File: src/verilog/dra_cfg.svh
`ifndef DRA_CFG_SVH
`define DRA_CFG_SVH
// How it works
// RULE1 - Each source operand register loads from its own bus under its own load field.
// RULE2 - Every internal and result bit travels as a true and an inverted line; here only the result byte and the three check bits do.
// RULE3 - First gate passes, blocks, keeps high nibble, keeps low nibble or swaps nibbles.
// RULE4 - Second gate passes, blocks, keeps high or low nibble; it never swaps.
// RULE5 - Mode field picks binary or decimal, true or complement; complement inverts operand two.
// RULE6 - Decimal true addition adds six to each nibble of operand two first.
// RULE7 - Carry function field makes the adder add, OR, AND or exclusive-OR.
// RULE8 - Every result reaches the result bus through the corrector; binary passes unchanged.
// RULE9 - Decimal results: nibbles without top carry lose six, nibbles with carry stay.
// RULE10 - Nibble carries come from positions zero and four; correction carries are dropped.
// RULE11 - Carries ripple to the next more significant position in both modes.
// RULE12 - Carry into the lowest position comes from a latch set by insert or status latch.
// RULE13 - Code 001 forces carry-in; 100 sets status on carry-out; 101 does both.
// RULE14 - Code 110 lets carry-out set status only when a carry-in is present.
// RULE15 - Carry branch sets next-address bit 6 when the last arithmetic carried out.
// RULE16 - Bit-one carry branch sets next-address bit 7 on last carry from position one.
// RULE17 - In decimal complement addition a top carry means true form, else recomplement.
// RULE18 - Result pairs and sum-zero, sum-four, carry-zero pairs equal raise the unit check.
// RULE19 - The check blocks address-indicating latch setting while check-stop is on.
// RULE20 - The check sets machine-check latch 7 for the microprogram to test.
// RULE21 - The check raises general machine check and, per stop switch, a hard stop.
// RULE22 - With check-stop on, the check drops the processor clock-start line.
// RULE23 - Subtracting six is done as adding ten modulo sixteen inside each nibble.
`define DRA_GATE_PASS  3'h0
`define DRA_GATE_BLOCK 3'h1
`define DRA_GATE_HIGH  3'h2
`define DRA_GATE_LOW   3'h3
`define DRA_GATE_SWAP  3'h4
`define DRA_MODE_BIN_TRUE 2'h0
`define DRA_MODE_BIN_COMP 2'h1
`define DRA_MODE_DEC_TRUE 2'h2
`define DRA_MODE_DEC_COMP 2'h3
`define DRA_CC_NONE      3'h0
`define DRA_CC_FORCE     3'h1
`define DRA_CC_OR        3'h2
`define DRA_CC_AND       3'h3
`define DRA_CC_SET       3'h4
`define DRA_CC_FORCE_SET 3'h5
`define DRA_CC_COND_SET  3'h6
`define DRA_CC_XOR       3'h7
`define DRA_DEC_BIAS 4'h6
`define DRA_DEC_TEN  4'ha
`define DRA_NIB_W    4
`endif

File: src/verilog/dra_pkg.sv
`default_nettype none
`include "dra_cfg.svh"
package dra_pkg;
	typedef struct packed {
		logic [7:0] a_src;
		logic [7:0] b_src;
		logic [7:0] z_true;
		logic [7:0] z_comp;
		logic [2:0] chk_true;
		logic [2:0] chk_comp;
		logic       carry0;
		logic       carry1;
		logic       status;
		logic       recomp;
		logic       br6;
		logic       br7;
		logic       mc7;
		logic       stop;
	} dra_state_s;
endpackage
`default_nettype wire

File: src/verilog/dra_alu.sv
`timescale 1ns/100ps
`default_nettype none
`include "dra_cfg.svh"
module dra_alu #(
	parameter int W = 8
) (
	input  wire logic         clk_sys,
	input  wire logic         reset,
	input  wire logic [W-1:0] a_bus,
	input  wire logic [W-1:0] b_bus,
	input  wire logic         first_source_load_field,
	input  wire logic         second_source_load_field,
	input  wire logic [2:0]   first_operand_gate_field,
	input  wire logic [1:0]   second_operand_gate_field,
	input  wire logic [1:0]   arith_mode_field,
	input  wire logic [2:0]   carry_function_field,
	input  wire logic         alu_strobe,
	input  wire logic         insert_carry,
	input  wire logic         carry_branch_mnemonic,
	input  wire logic         bit_one_carry_branch,
	input  wire logic         check_stop_sw,
	input  wire logic         hard_stop_sw,
	input  wire logic         mc7_clear,
	input  wire logic         addr_latch_set_req,
	input  wire logic [10:0]  rail_fault_inject,
	output logic      [W-1:0] z_bus_true,
	output logic      [W-1:0] z_bus_comp,
	output logic              carry_status_latch,
	output logic              carry_out_zero,
	output logic              carry_out_one,
	output logic              recomplement_needed,
	output logic              next_addr_bit6,
	output logic              next_addr_bit7,
	output logic              arith_unit_check,
	output logic              addr_latch_set,
	output logic              machine_check_7,
	output logic              any_machine_check,
	output logic              hard_stop,
	output logic              clock_start
);
	dra_pkg::dra_state_s st_reg;
	dra_pkg::dra_state_s st_next;

	logic [W-1:0] a_gated;
	logic [W-1:0] b_gated;
	logic [W-1:0] b_adder;
	logic [W-1:0] sum_add;
	logic [W-1:0] adder_out;
	logic [W-1:0] z_corr;
	logic [W:0]   carry;
	logic         cin_latch;
	logic         cin;
	logic         is_dec;
	logic         is_logic;
	logic         cout0;
	logic         cout1;
	logic         cout4;
	logic         check_now;
	logic         check_block;

	dra_gate #(
		.W    (W),
		.SWAP (1'b1)
	) u_gate_a (
		.data  (st_reg.a_src),
		.sel   (first_operand_gate_field),
		.gated (a_gated)
	); // RULE3

	dra_gate #(
		.W    (W),
		.SWAP (1'b0)
	) u_gate_b (
		.data  (st_reg.b_src),
		.sel   ({1'b0, second_operand_gate_field}),
		.gated (b_gated)
	); // RULE4

	assign is_dec = (arith_mode_field == `DRA_MODE_DEC_TRUE) || (arith_mode_field == `DRA_MODE_DEC_COMP);

	always_comb begin
		unique case (arith_mode_field)
			`DRA_MODE_BIN_TRUE: b_adder = b_gated; // RULE5
			`DRA_MODE_BIN_COMP: b_adder = ~b_gated; // RULE5
			`DRA_MODE_DEC_TRUE: b_adder = {4'(b_gated[7:4] + `DRA_DEC_BIAS),
				4'(b_gated[3:0] + `DRA_DEC_BIAS)}; // RULE6
			`DRA_MODE_DEC_COMP: b_adder = ~b_gated; // RULE5
		endcase
	end

	// Carry-in latch: insert line or status latch, only gated through by some codes
	assign cin_latch = insert_carry || st_reg.status; // RULE12
	always_comb begin
		unique case (carry_function_field)
			`DRA_CC_FORCE, `DRA_CC_FORCE_SET: cin = 1'b1; // RULE13
			`DRA_CC_SET, `DRA_CC_COND_SET:    cin = cin_latch; // RULE12
			default:                          cin = 1'b0;
		endcase
	end

	// Bit W-1 is position zero; ripple runs from position seven upward
	assign carry[0] = cin;
	genvar i;
	generate
		for (i = 0; i < W; i++) begin : g_add
			assign sum_add[i]  = a_gated[i] ^ b_adder[i] ^ carry[i];
			assign carry[i+1]  = (a_gated[i] & b_adder[i]) | (carry[i] & (a_gated[i] ^ b_adder[i])); // RULE11
		end
	endgenerate

	assign is_logic = (carry_function_field == `DRA_CC_OR) || (carry_function_field == `DRA_CC_AND) ||
		(carry_function_field == `DRA_CC_XOR);
	always_comb begin
		unique case (carry_function_field)
			`DRA_CC_OR:  adder_out = a_gated | b_adder; // RULE7
			`DRA_CC_AND: adder_out = a_gated & b_adder; // RULE7
			`DRA_CC_XOR: adder_out = a_gated ^ b_adder; // RULE7
			default:     adder_out = sum_add; // RULE7
		endcase
	end
	// Logic functions produce no carries, so in decimal mode both of their nibbles get corrected
	assign cout0 = carry[W] & !is_logic;
	assign cout1 = carry[W-1] & !is_logic;
	assign cout4 = carry[4] & !is_logic;

	dra_corr #(
		.NIBS (W / 4)
	) u_corr (
		.sum       (adder_out),
		.nib_carry ({cout0, cout4}),
		.decimal   (is_dec),
		.corrected (z_corr)
	); // RULE8 RULE10

	// Comparing stored rails; a stuck rail shows up as soon as it is captured, in the cycle after the strobe
	assign check_now = (|(~(st_reg.z_true ^ st_reg.z_comp))) ||
		(|(~(st_reg.chk_true ^ st_reg.chk_comp))); // RULE18
	assign check_block = check_now && check_stop_sw;

	always_comb begin
		st_next = st_reg;
		if (first_source_load_field) begin
			st_next.a_src = a_bus; // RULE1
		end
		if (second_source_load_field) begin
			st_next.b_src = b_bus; // RULE1
		end
		if (alu_strobe) begin
			st_next.z_true   = z_corr; // RULE2
			st_next.z_comp   = ~z_corr ^ rail_fault_inject[7:0]; // RULE2
			st_next.chk_true = {adder_out[W-1], adder_out[3], cout0};
			st_next.chk_comp = ~{adder_out[W-1], adder_out[3], cout0} ^ rail_fault_inject[10:8]; // RULE2
			st_next.carry0   = cout0;
			st_next.carry1   = cout1;
			st_next.recomp   = (arith_mode_field == `DRA_MODE_DEC_COMP) && !cout0; // RULE17
			unique case (carry_function_field)
				`DRA_CC_SET, `DRA_CC_FORCE_SET: st_next.status = cout0; // RULE13
				`DRA_CC_COND_SET: begin
					if (cin) begin
						st_next.status = cout0; // RULE14
					end
				end
				default: st_next.status = st_reg.status;
			endcase
		end
		st_next.br6 = carry_branch_mnemonic && st_reg.carry0; // RULE15
		st_next.br7 = bit_one_carry_branch && st_reg.carry1; // RULE16
		// Set beats clear so a check in the clearing cycle is not lost
		if (check_now) begin
			st_next.mc7 = 1'b1; // RULE20
		end else if (mc7_clear) begin
			st_next.mc7 = 1'b0;
		end
		if (check_now && hard_stop_sw) begin
			st_next.stop = 1'b1; // RULE21
		end
	end

	always_ff @(posedge clk_sys or posedge reset) begin
		if (reset) begin
			st_reg <= '{z_comp: 8'hff, chk_comp: 3'h7, default: '0};
		end else begin
			st_reg <= st_next;
		end
	end

	assign z_bus_true          = st_reg.z_true;
	assign z_bus_comp          = st_reg.z_comp;
	assign carry_status_latch  = st_reg.status;
	assign carry_out_zero      = st_reg.carry0;
	assign carry_out_one       = st_reg.carry1;
	assign recomplement_needed = st_reg.recomp;
	assign next_addr_bit6      = st_reg.br6;
	assign next_addr_bit7      = st_reg.br7;
	assign arith_unit_check    = check_now;
	assign addr_latch_set      = addr_latch_set_req && !check_block; // RULE19
	assign machine_check_7     = st_reg.mc7;
	assign any_machine_check   = check_now; // RULE21
	assign hard_stop           = st_reg.stop;
	// Hard stop also holds the clock off after the check itself has gone
	assign clock_start         = !check_block && !st_reg.stop; // RULE22
endmodule
`default_nettype wire

File: src/verilog/dra_gate.sv
`timescale 1ns/100ps
`default_nettype none
`include "dra_cfg.svh"
module dra_gate #(
	parameter int W    = 8,
	parameter bit SWAP = 1'b1
) (
	input  wire logic [W-1:0] data,
	input  wire logic [2:0]   sel,
	output logic      [W-1:0] gated
);
	localparam int H = W / 2;
	always_comb begin
		unique case (sel)
			`DRA_GATE_PASS:  gated = data;
			`DRA_GATE_BLOCK: gated = '0;
			`DRA_GATE_HIGH:  gated = {data[W-1:H], {H{1'b0}}};
			`DRA_GATE_LOW:   gated = {{(W-H){1'b0}}, data[H-1:0]};
			// Swap exists only on the first operand side
			`DRA_GATE_SWAP:  gated = SWAP ? {data[H-1:0], data[W-1:H]} : '0;
			default:         gated = '0;
		endcase
	end
endmodule
`default_nettype wire

File: src/verilog/dra_corr.sv
`timescale 1ns/100ps
`default_nettype none
`include "dra_cfg.svh"
module dra_corr #(
	parameter int NIBS = 2
) (
	input  wire logic [4*NIBS-1:0] sum,
	input  wire logic [NIBS-1:0]   nib_carry,
	input  wire logic              decimal,
	output logic      [4*NIBS-1:0] corrected
);
	genvar n;
	generate
		for (n = 0; n < NIBS; n++) begin : g_nib
			// Adding ten in four bits drops the borrow out of the nibble
			assign corrected[4*n +: 4] = (decimal && !nib_carry[n]) ?
				4'(sum[4*n +: 4] + `DRA_DEC_TEN) : sum[4*n +: 4]; // RULE9 RULE10 RULE23 RULE8
		end
	endgenerate
endmodule
`default_nettype wire

File: config.mk
export PLATFORM = sky130hd
export DESIGN_NAME = dra_alu
export DESIGN_NICKNAME = d
export VERILOG_FILES = /design/src/verilog/dra_pkg.sv /design/src/verilog/dra_alu.sv /design/src/verilog/dra_gate.sv /design/src/verilog/dra_corr.sv
export VERILOG_INCLUDE_DIRS = /design/src /design/src/verilog
export SDC_FILE = /design/constraint.sdc
export NUM_CORES = 1
export LEC_CHECK = 0
export ABC_AREA = 0
export BUFFER_PORTS_ARGS = -buffer_cell sky130_fd_sc_hd__buf_2
export CAP_MARGIN = 20
export CORE_UTILIZATION = 59
export CTS_CLUSTER_DIAMETER = 60
export DETAILED_ROUTE_END_ITERATION = 12
export PLACE_DENSITY = 0.86
export SKIP_CTS_REPAIR_TIMING = 1
export SYNTH_ARGS = -nofsm -noshare
export SYNTH_HDL_FRONTEND = slang
export SYNTH_SLANG_ARGS = --single-unit
File: constraint.sdc
create_clock -name clk_sys -period 12.3 [get_ports clk_sys]
set_input_delay 1.23 -clock clk_sys [delete_from_list [all_inputs] [get_ports clk_sys]]
set_output_delay 1.23 -clock clk_sys [all_outputs]
set_load 0.005 [all_outputs]
After elaboration in Yosys (flattened, before gate mapping)
Cells that the tools add are included.
{"block": "totals", "in_bits": 49, "regBits": 46, "output_inout_bits": 28, "wordCells": 131}
{"block": "classes", "n_mux": 11, "n_bitwise": 55, "n_addsub": 4, "reduce_logical": 31, "n_eq_ne": 16}
{"operator": "8-bit case mux with 3 select lines", "count": 3}
{"operator": "8-bit case mux with 4 select lines", "count": 1}
{"operator": "8-bit NOT", "count": 3}
{"operator": "8-bit XOR", "count": 3}
{"operator": "1-bit AND", "count": 19}
{"operator": "1-bit XOR", "count": 16}
{"operator": "3-bit equality test, second input constant", "count": 5}
{"operator": "3-bit by 2-bit equality test with 1-bit output, second input constant", "count": 4}
{"operator": "1-bit logical AND", "count": 9}
{"operator": "4-bit by 3-bit adder with 4-bit output, second input constant", "count": 2}
{"operator": "4-bit adder, second input constant", "count": 2}
{"operator": "8-bit AND", "count": 1}
{"operator": "2-bit equality test, second input constant", "count": 4}
{"operator": "4-bit two-way mux", "count": 2}
{"operator": "1-bit bitwise OR", "count": 8}
{"operator": "8-bit bitwise OR", "count": 1}
{"operator": "2-bit OR reduction", "count": 4}
{"operator": "8-bit OR reduction", "count": 1}
{"operator": "3-bit zero test", "count": 2}
{"operator": "3-bit NOT", "count": 2}
{"operator": "3-bit XOR", "count": 2}
{"operator": "1-bit zero test", "count": 5}
{"operator": "1-bit logical OR", "count": 5}
{"operator": "1-bit case mux with 2 select lines", "count": 2}
{"operator": "8 further kinds", "count": 11}

Logic depth before layout (Yosys ltp)
{"block": "logic_depth", "ltp_word": 27, "depth_mapped": 21, "depth_no_buf": 21}

By module
From an unflattened synthesis, not the netlist that was laid out.
{"block": "hier_totals", "cells_unflattened": 331, "area_unflattened_um2": 3384.5}
{"mod": "dra_alu", "cells_per_inst": 286, "seq_area_each_um2": 1139.8, "area_per_inst_um2": 3014.1, "n_inst": 1}
{"mod": "dra_gate at u_gate_a", "cells_per_inst": 21, "seq_area_each_um2": 0.0, "area_per_inst_um2": 155.1, "n_inst": 1}
{"mod": "dra_corr", "cells_per_inst": 14, "seq_area_each_um2": 0.0, "area_per_inst_um2": 147.6, "n_inst": 1}
{"mod": "dra_gate at u_gate_b", "cells_per_inst": 10, "seq_area_each_um2": 0.0, "area_per_inst_um2": 67.6, "n_inst": 1}

Worst setup path after synthesis
No wires, ideal clock.
{"block": "synth_path", "path_kind": "input port to flip-flop", "startpoint": "input port first_operand_gate_field[2]", "endpoint": "register st_reg (netlist bit z_bus_comp[7])", "t_required_ps": 12218, "path_stages": 20, "setup_slack_ps": 6519, "path_buffers": 1, "setup_ps": 82, "arrival_time_ps": 5699, "cell_sequence": "clkbuf_1 > nor2_1 > a32oi_1 > inv_1 > fa_1 > inv_1 > fa_1 > inv_1 > fa_1 > fa_1 > fa_1 > inv_1 > fa_1 > fa_1 > inv_1 > fa_1 > o21ai_2 > a211oi_4 > xnor3_1 > mux2_2"}
{"block": "synth_via", "elab_chain_len": 25, "elab_cells_between_ends": 52, "cone_classes": "add/sub: 1; eq/ne: 3; mux: 3; bitwise: 42; reduce/logical: 3"}
{"item": "start, declared", "line_no": "dra_alu.sv:13", "text": "input wire logic [2:0] first_operand_gate_field,"}
{"item": "3-bit equality test, or another cell as far along", "line_no": "dra_gate.sv:14", "text": "unique case (sel)"}
{"item": "8-bit case mux with 4 select lines *", "line_no": "dra_gate.sv:14"}
{"item": "branches (longest 20 deep; another with 1-bit XOR)"}
{"item": "4-bit two-way mux *", "line_no": "dra_corr.sv:16", "text": "assign corrected[4*n +: 4] = (decimal && !nib_carry[n]) ?"}
{"item": "8-bit NOT *", "line_no": "dra_alu.sv:150", "text": "st_next.z_comp = ~z_corr ^ rail_fault_inject[7:0];"}
{"item": "8-bit XOR *", "line_no": "dra_alu.sv:150"}
{"item": "end signal, assigned", "line_no": "dra_alu.sv:183", "text": "st_reg <= st_next;"}
{"item": "end, declared", "line_no": "dra_alu.sv:41", "text": "dra_pkg::dra_state_s st_reg;"}
Every way passes the cells marked *.
A chain may end at the register's enable or synchronous reset.

Worst setup path in the final report
{"block": "layout_path", "startpoint": "input port second_operand_gate_field[0]", "endpoint": "register st_reg (netlist bit z_bus_comp[7])"}
{"block": "layout_via", "elab_chain_len": 27, "elab_cells_between_ends": 55, "cone_classes": "add/sub: 3; eq/ne: 2; mux: 4; bitwise: 43; reduce/logical: 3"}
{"item": "start, declared", "line_no": "dra_alu.sv:14", "text": "input wire logic [1:0] second_operand_gate_field,"}
{"item": "2-bit equality test / 3-bit zero test (equally long branches)", "line_no": "dra_gate.sv:14"}
{"item": "8-bit case mux with 3 select lines *", "line_no": "dra_gate.sv:14"}
{"item": "4-bit by 3-bit adder with 4-bit output (no line) / 8-bit NOT (equally long branches)"}
{"item": "8-bit case mux with 3 select lines *", "line_no": "dra_alu.sv:82", "text": "unique case (arith_mode_field)"}
{"item": "branches (longest 20 deep; another with 1-bit XOR)"}
{"item": "4-bit two-way mux *", "line_no": "dra_corr.sv:16"}
{"item": "8-bit NOT *", "line_no": "dra_alu.sv:150"}
{"item": "8-bit XOR *", "line_no": "dra_alu.sv:150"}
Marks and branches as above.

==> run summary <==
area fraction in compound gates after synthesis = 11.8%
Worst slew margin = 61.8%
synthesized area divided by synthesized cell count = 10.3 um2
part of the power in combinational logic = 40.8%
Min-Delay Endpoint = machine_check_7$_DFFE_PP0P_
via count of the first global-routing pass = 2575
TritonCTS Sinks = 45
cell type with the highest occurrence count on the critical path = sky130_fd_sc_hd__fa_1
num rows = 27
CTS tree = built
Sequential Power Share = 41.1%
most frequent cell after synthesis = sky130_fd_sc_hd__dfrtp_1
final cell count without fillers = 458
hold path startpoint = machine_check_7$_DFFE_PP0P_
number of top-level pins = 77
launch point of the worst reg-to-reg path = st_reg[42]$_DFFE_PP0P_
CTS clock-pin slew for the worst setup and hold paths = 0.10 ns
top area cells in the synthesized netlist = sky130_fd_sc_hd__dfrtp_1, sky130_fd_sc_hd__mux2_2, sky130_fd_sc_hd__dfstp_2
leading cell types by count after synthesis = sky130_fd_sc_hd__dfrtp_1, sky130_fd_sc_hd__mux2_2, sky130_fd_sc_hd__inv_1, sky130_fd_sc_hd__xnor2_1
mux share of post-synthesis cell area = 11.6%
Primary FF master, synth = sky130_fd_sc_hd__dfrtp_1
floorplan die height = 78.2 um
Slew @ Worst Pin = 0.573 ns
Synth Area in XOR/XNOR = 9.82%
Finish-stage setup viols = 0
Max-cap violations = 0
GR Overflow Total = 0
Post-synth ARST share = 100%
maximum achievable frequency = 168 MHz
detailed-router iteration count before antenna repair = 4
logic depth of the worst register-to-register path = 18
number of clock buffers inserted by TritonCTS = 5
count of endpoints failing hold in the final timing report = 0
Post-route DRC = 0
R2R Setup Slk = 7.31 ns
CORE AREA = 5540 um2
combinational family with the most area after synthesis = simple AND/OR/NAND/NOR gates
synthesized cell area = 3430 um2
number of instances on the worst hold path = 1
sort of element at the end of the critical path = register
antenna violations before repair = 0
Setup Crit Path Kind = input pin to register
clock tree root driver cell = sky130_fd_sc_hd__clkbuf_8
Seq/Total Area, Yosys = 33.2%
wire length of the first global-routing pass = 12000 um
setup repair after global routing missed its margin = false
Die Area = 6120 um2
final setup TNS = 0 ns
number of DRC violations after detailed-routing iteration 0 = 163
Placed Cells = 450
stage delay of the slowest cell on the critical path = 0.53 ns
type of the worst min-delay path = register to register
number of library cell types mapped by synthesis = 52
number of vias in the routed layout = 2509
HPWL after detailed placement = 5410 um
areal power density over the cells = 141 nW/um2
register bit count reported by yosys = 45
Yosys warnings = 0
outcome = finished clean
Sw Share = 35.4%
Max Fanout on Critical Path = 5
static leakage = 1.81 nW
adder and majority cell fraction of the synthesized area = 12.0%
routed vias/inst = 5.48
total wirelength of the detailed-routed design = 7150 um
H-tree depth = 2
maximum vdd drop = 0.0752 mV
Antenna Nets Post-Route = 0
Clk Latency, worst-skew pair = 0.31 ns
max-slew violation count = 0
post-synthesis share of cell area spent on and, or, nand and nor gates = 12.3%
library cell with the largest summed area after synthesis = sky130_fd_sc_hd__dfrtp_1
layout overhead on the synthesized area = 10.5%
quantity of I/O buffers inserted on ports = 76
count of flip-flops with a built-in enable after synthesis = 0
maximum number of pins on one net before global-route repair = 46
# diodes = 0
share of the synthesized area in the top cell type = 24.8%
Reg-to-Reg End = z_bus_comp[7]$_DFFE_PP1P_
Finished Core Util = 68.4%
time the worst path needs with I/O delays and setup = 5.95 ns
proportion of layout cells with a drive suffix above 1 = 36.0%
Max Buffers Root-to-Sink = 2
clock share of power = 18.2%
Worst Path Required = 12.55 ns
flip-flop count of the largest register after layout = 22
effective utilization at floorplan = 61.9%
total routing resource utilization after global routing = 25.4%
post-route clock skew = 0.0122 ns
Wirelength per Cell = 15.6 um
Psw = 190 uW
critical path arrival = 6.20 ns
Die Wd = 78.2 um
startpoint kind of the worst setup timing path = input pin
RD Place Congestion = 0.860
internal power consumption = 346 uW
cells after synthesis = 333
fraction of the cycle the final worst path needs = 48.3%
Post-layout nets = 462
slowest CP cell = sky130_fd_sc_hd__fa_1
critical path cell sequence = buf_2 -> xnor2_1 -> nand2_1 -> xnor2_1 -> fa_1 -> inv_1 -> fa_1 -> inv_1 -> fa_1 -> fa_1 -> fa_1 -> inv_1 -> fa_1 -> fa_1 -> inv_1 -> fa_1 -> o21ai_2 -> a211oi_4 -> xnor3_1 -> mux2_2
Synthesized Nets = 410
## per-stage QoR
stage	area [um2]	power (mW)	setup WS, ns	hold WS (ns)
after floorplan	3430	0.399	6.52	0.466
final	3790	0.536	6.35	0.484
after global routing	3790	0.572	6.12	0.513
after detailed placement	3700	0.439	6.11	0.465
after global placement	3700	0.427	6.33	0.456
after CTS	3790	0.538	6.36	0.486
## routing by layer
metal	global-route usage [%]	wire length, um	vias to the layer above
met5	0	0	-
met2	44.0	3600	89
met4	8.70	131	0
li1	-	-	1201
met1	31.4	2970	1206
met3	5.12	438	13
## power groups by stage
stage | logic [mW] | registers (mW) | clock network (mW)
after floorplan | 0.184 | 0.215 | 0
after detailed placement | 0.216 | 0.223 | 0
final | 0.218 | 0.220 | 0.0973
after global routing | 0.242 | 0.225 | 0.105
after CTS | 0.219 | 0.220 | 0.0989
after global placement | 0.208 | 0.220 | 0
## kinds of logic (layout without fill, tap and decap cells)
logic type / after synthesis / count (layout)
AOI/OAI and AO/OA: 52 / 52
muxes: 36 / 36
xor gates and xnor gates: 32 / 32
adders and majority gates: 28 / 28
buffers and inverters: 61 / 114
and+or+nand+nor: 79 / 79
DFF: 45 / 45
## worst max-delay path, delay by kind of cell
kind	cells	cell delay (ns)
simple gates	1	0.13
xor+xnor	3	0.95
mux	1	0.27
fa+ha+maj	8	2.75
compound gates	2	0.45
buf+inv	5	0.41
## area by class of cell
cell class,count,area (um2)
clock buffer,5,68.8
clock inverter,3,21.3
fill,441,1750
inverter,29,109
multi-input combinational,227,1970
sequential,45,1140
tap,72,90.1
timing repair buffer,77,388
## placed cells by master, fill, tap and decap left out, types with 3 or more instances in the layout
cell,instances
sky130_fd_sc_hd__buf_2,76
sky130_fd_sc_hd__dfrtp_1,34
sky130_fd_sc_hd__mux2_2,31
sky130_fd_sc_hd__inv_1,28
sky130_fd_sc_hd__xnor2_1,21
sky130_fd_sc_hd__nor2_1,20
sky130_fd_sc_hd__ha_1,20
sky130_fd_sc_hd__nand2b_1,17
sky130_fd_sc_hd__nand2_1,15
sky130_fd_sc_hd__a21oi_1,12
sky130_fd_sc_hd__dfstp_2,11
sky130_fd_sc_hd__fa_1,8
sky130_fd_sc_hd__xor2_1,7
sky130_fd_sc_hd__nor2b_1,6
sky130_fd_sc_hd__nand3b_1,6
sky130_fd_sc_hd__o21ai_1,5
sky130_fd_sc_hd__mux2i_1,5
sky130_fd_sc_hd__clkbuf_8,5
sky130_fd_sc_hd__o21ai_0,4
sky130_fd_sc_hd__nand3_1,4
sky130_fd_sc_hd__a21o_1,4
sky130_fd_sc_hd__a32oi_1,3
sky130_fd_sc_hd__and2_1,3
sky130_fd_sc_hd__xnor3_1,3
## worst max-delay path by stage
stage / from / endpoint / slack, ns
2_1_floorplan: first_operand_gate_field[2] / z_bus_comp[7]$_DFFE_PP1P_ / 6.52
3_3_place_gp: second_operand_gate_field[0] / z_bus_comp[7]$_DFFE_PP1P_ / 6.33
3_5_place_dp: second_operand_gate_field[0] / z_bus_comp[7]$_DFFE_PP1P_ / 6.11
4_1_cts: second_operand_gate_field[0] / z_bus_comp[7]$_DFFE_PP1P_ / 6.36
5_1_grt: second_operand_gate_field[0] / z_bus_comp[7]$_DFFE_PP1P_ / 6.12
6_report: second_operand_gate_field[0] / z_bus_comp[7]$_DFFE_PP1P_ / 6.35
(Power assumes the default switching activity.)
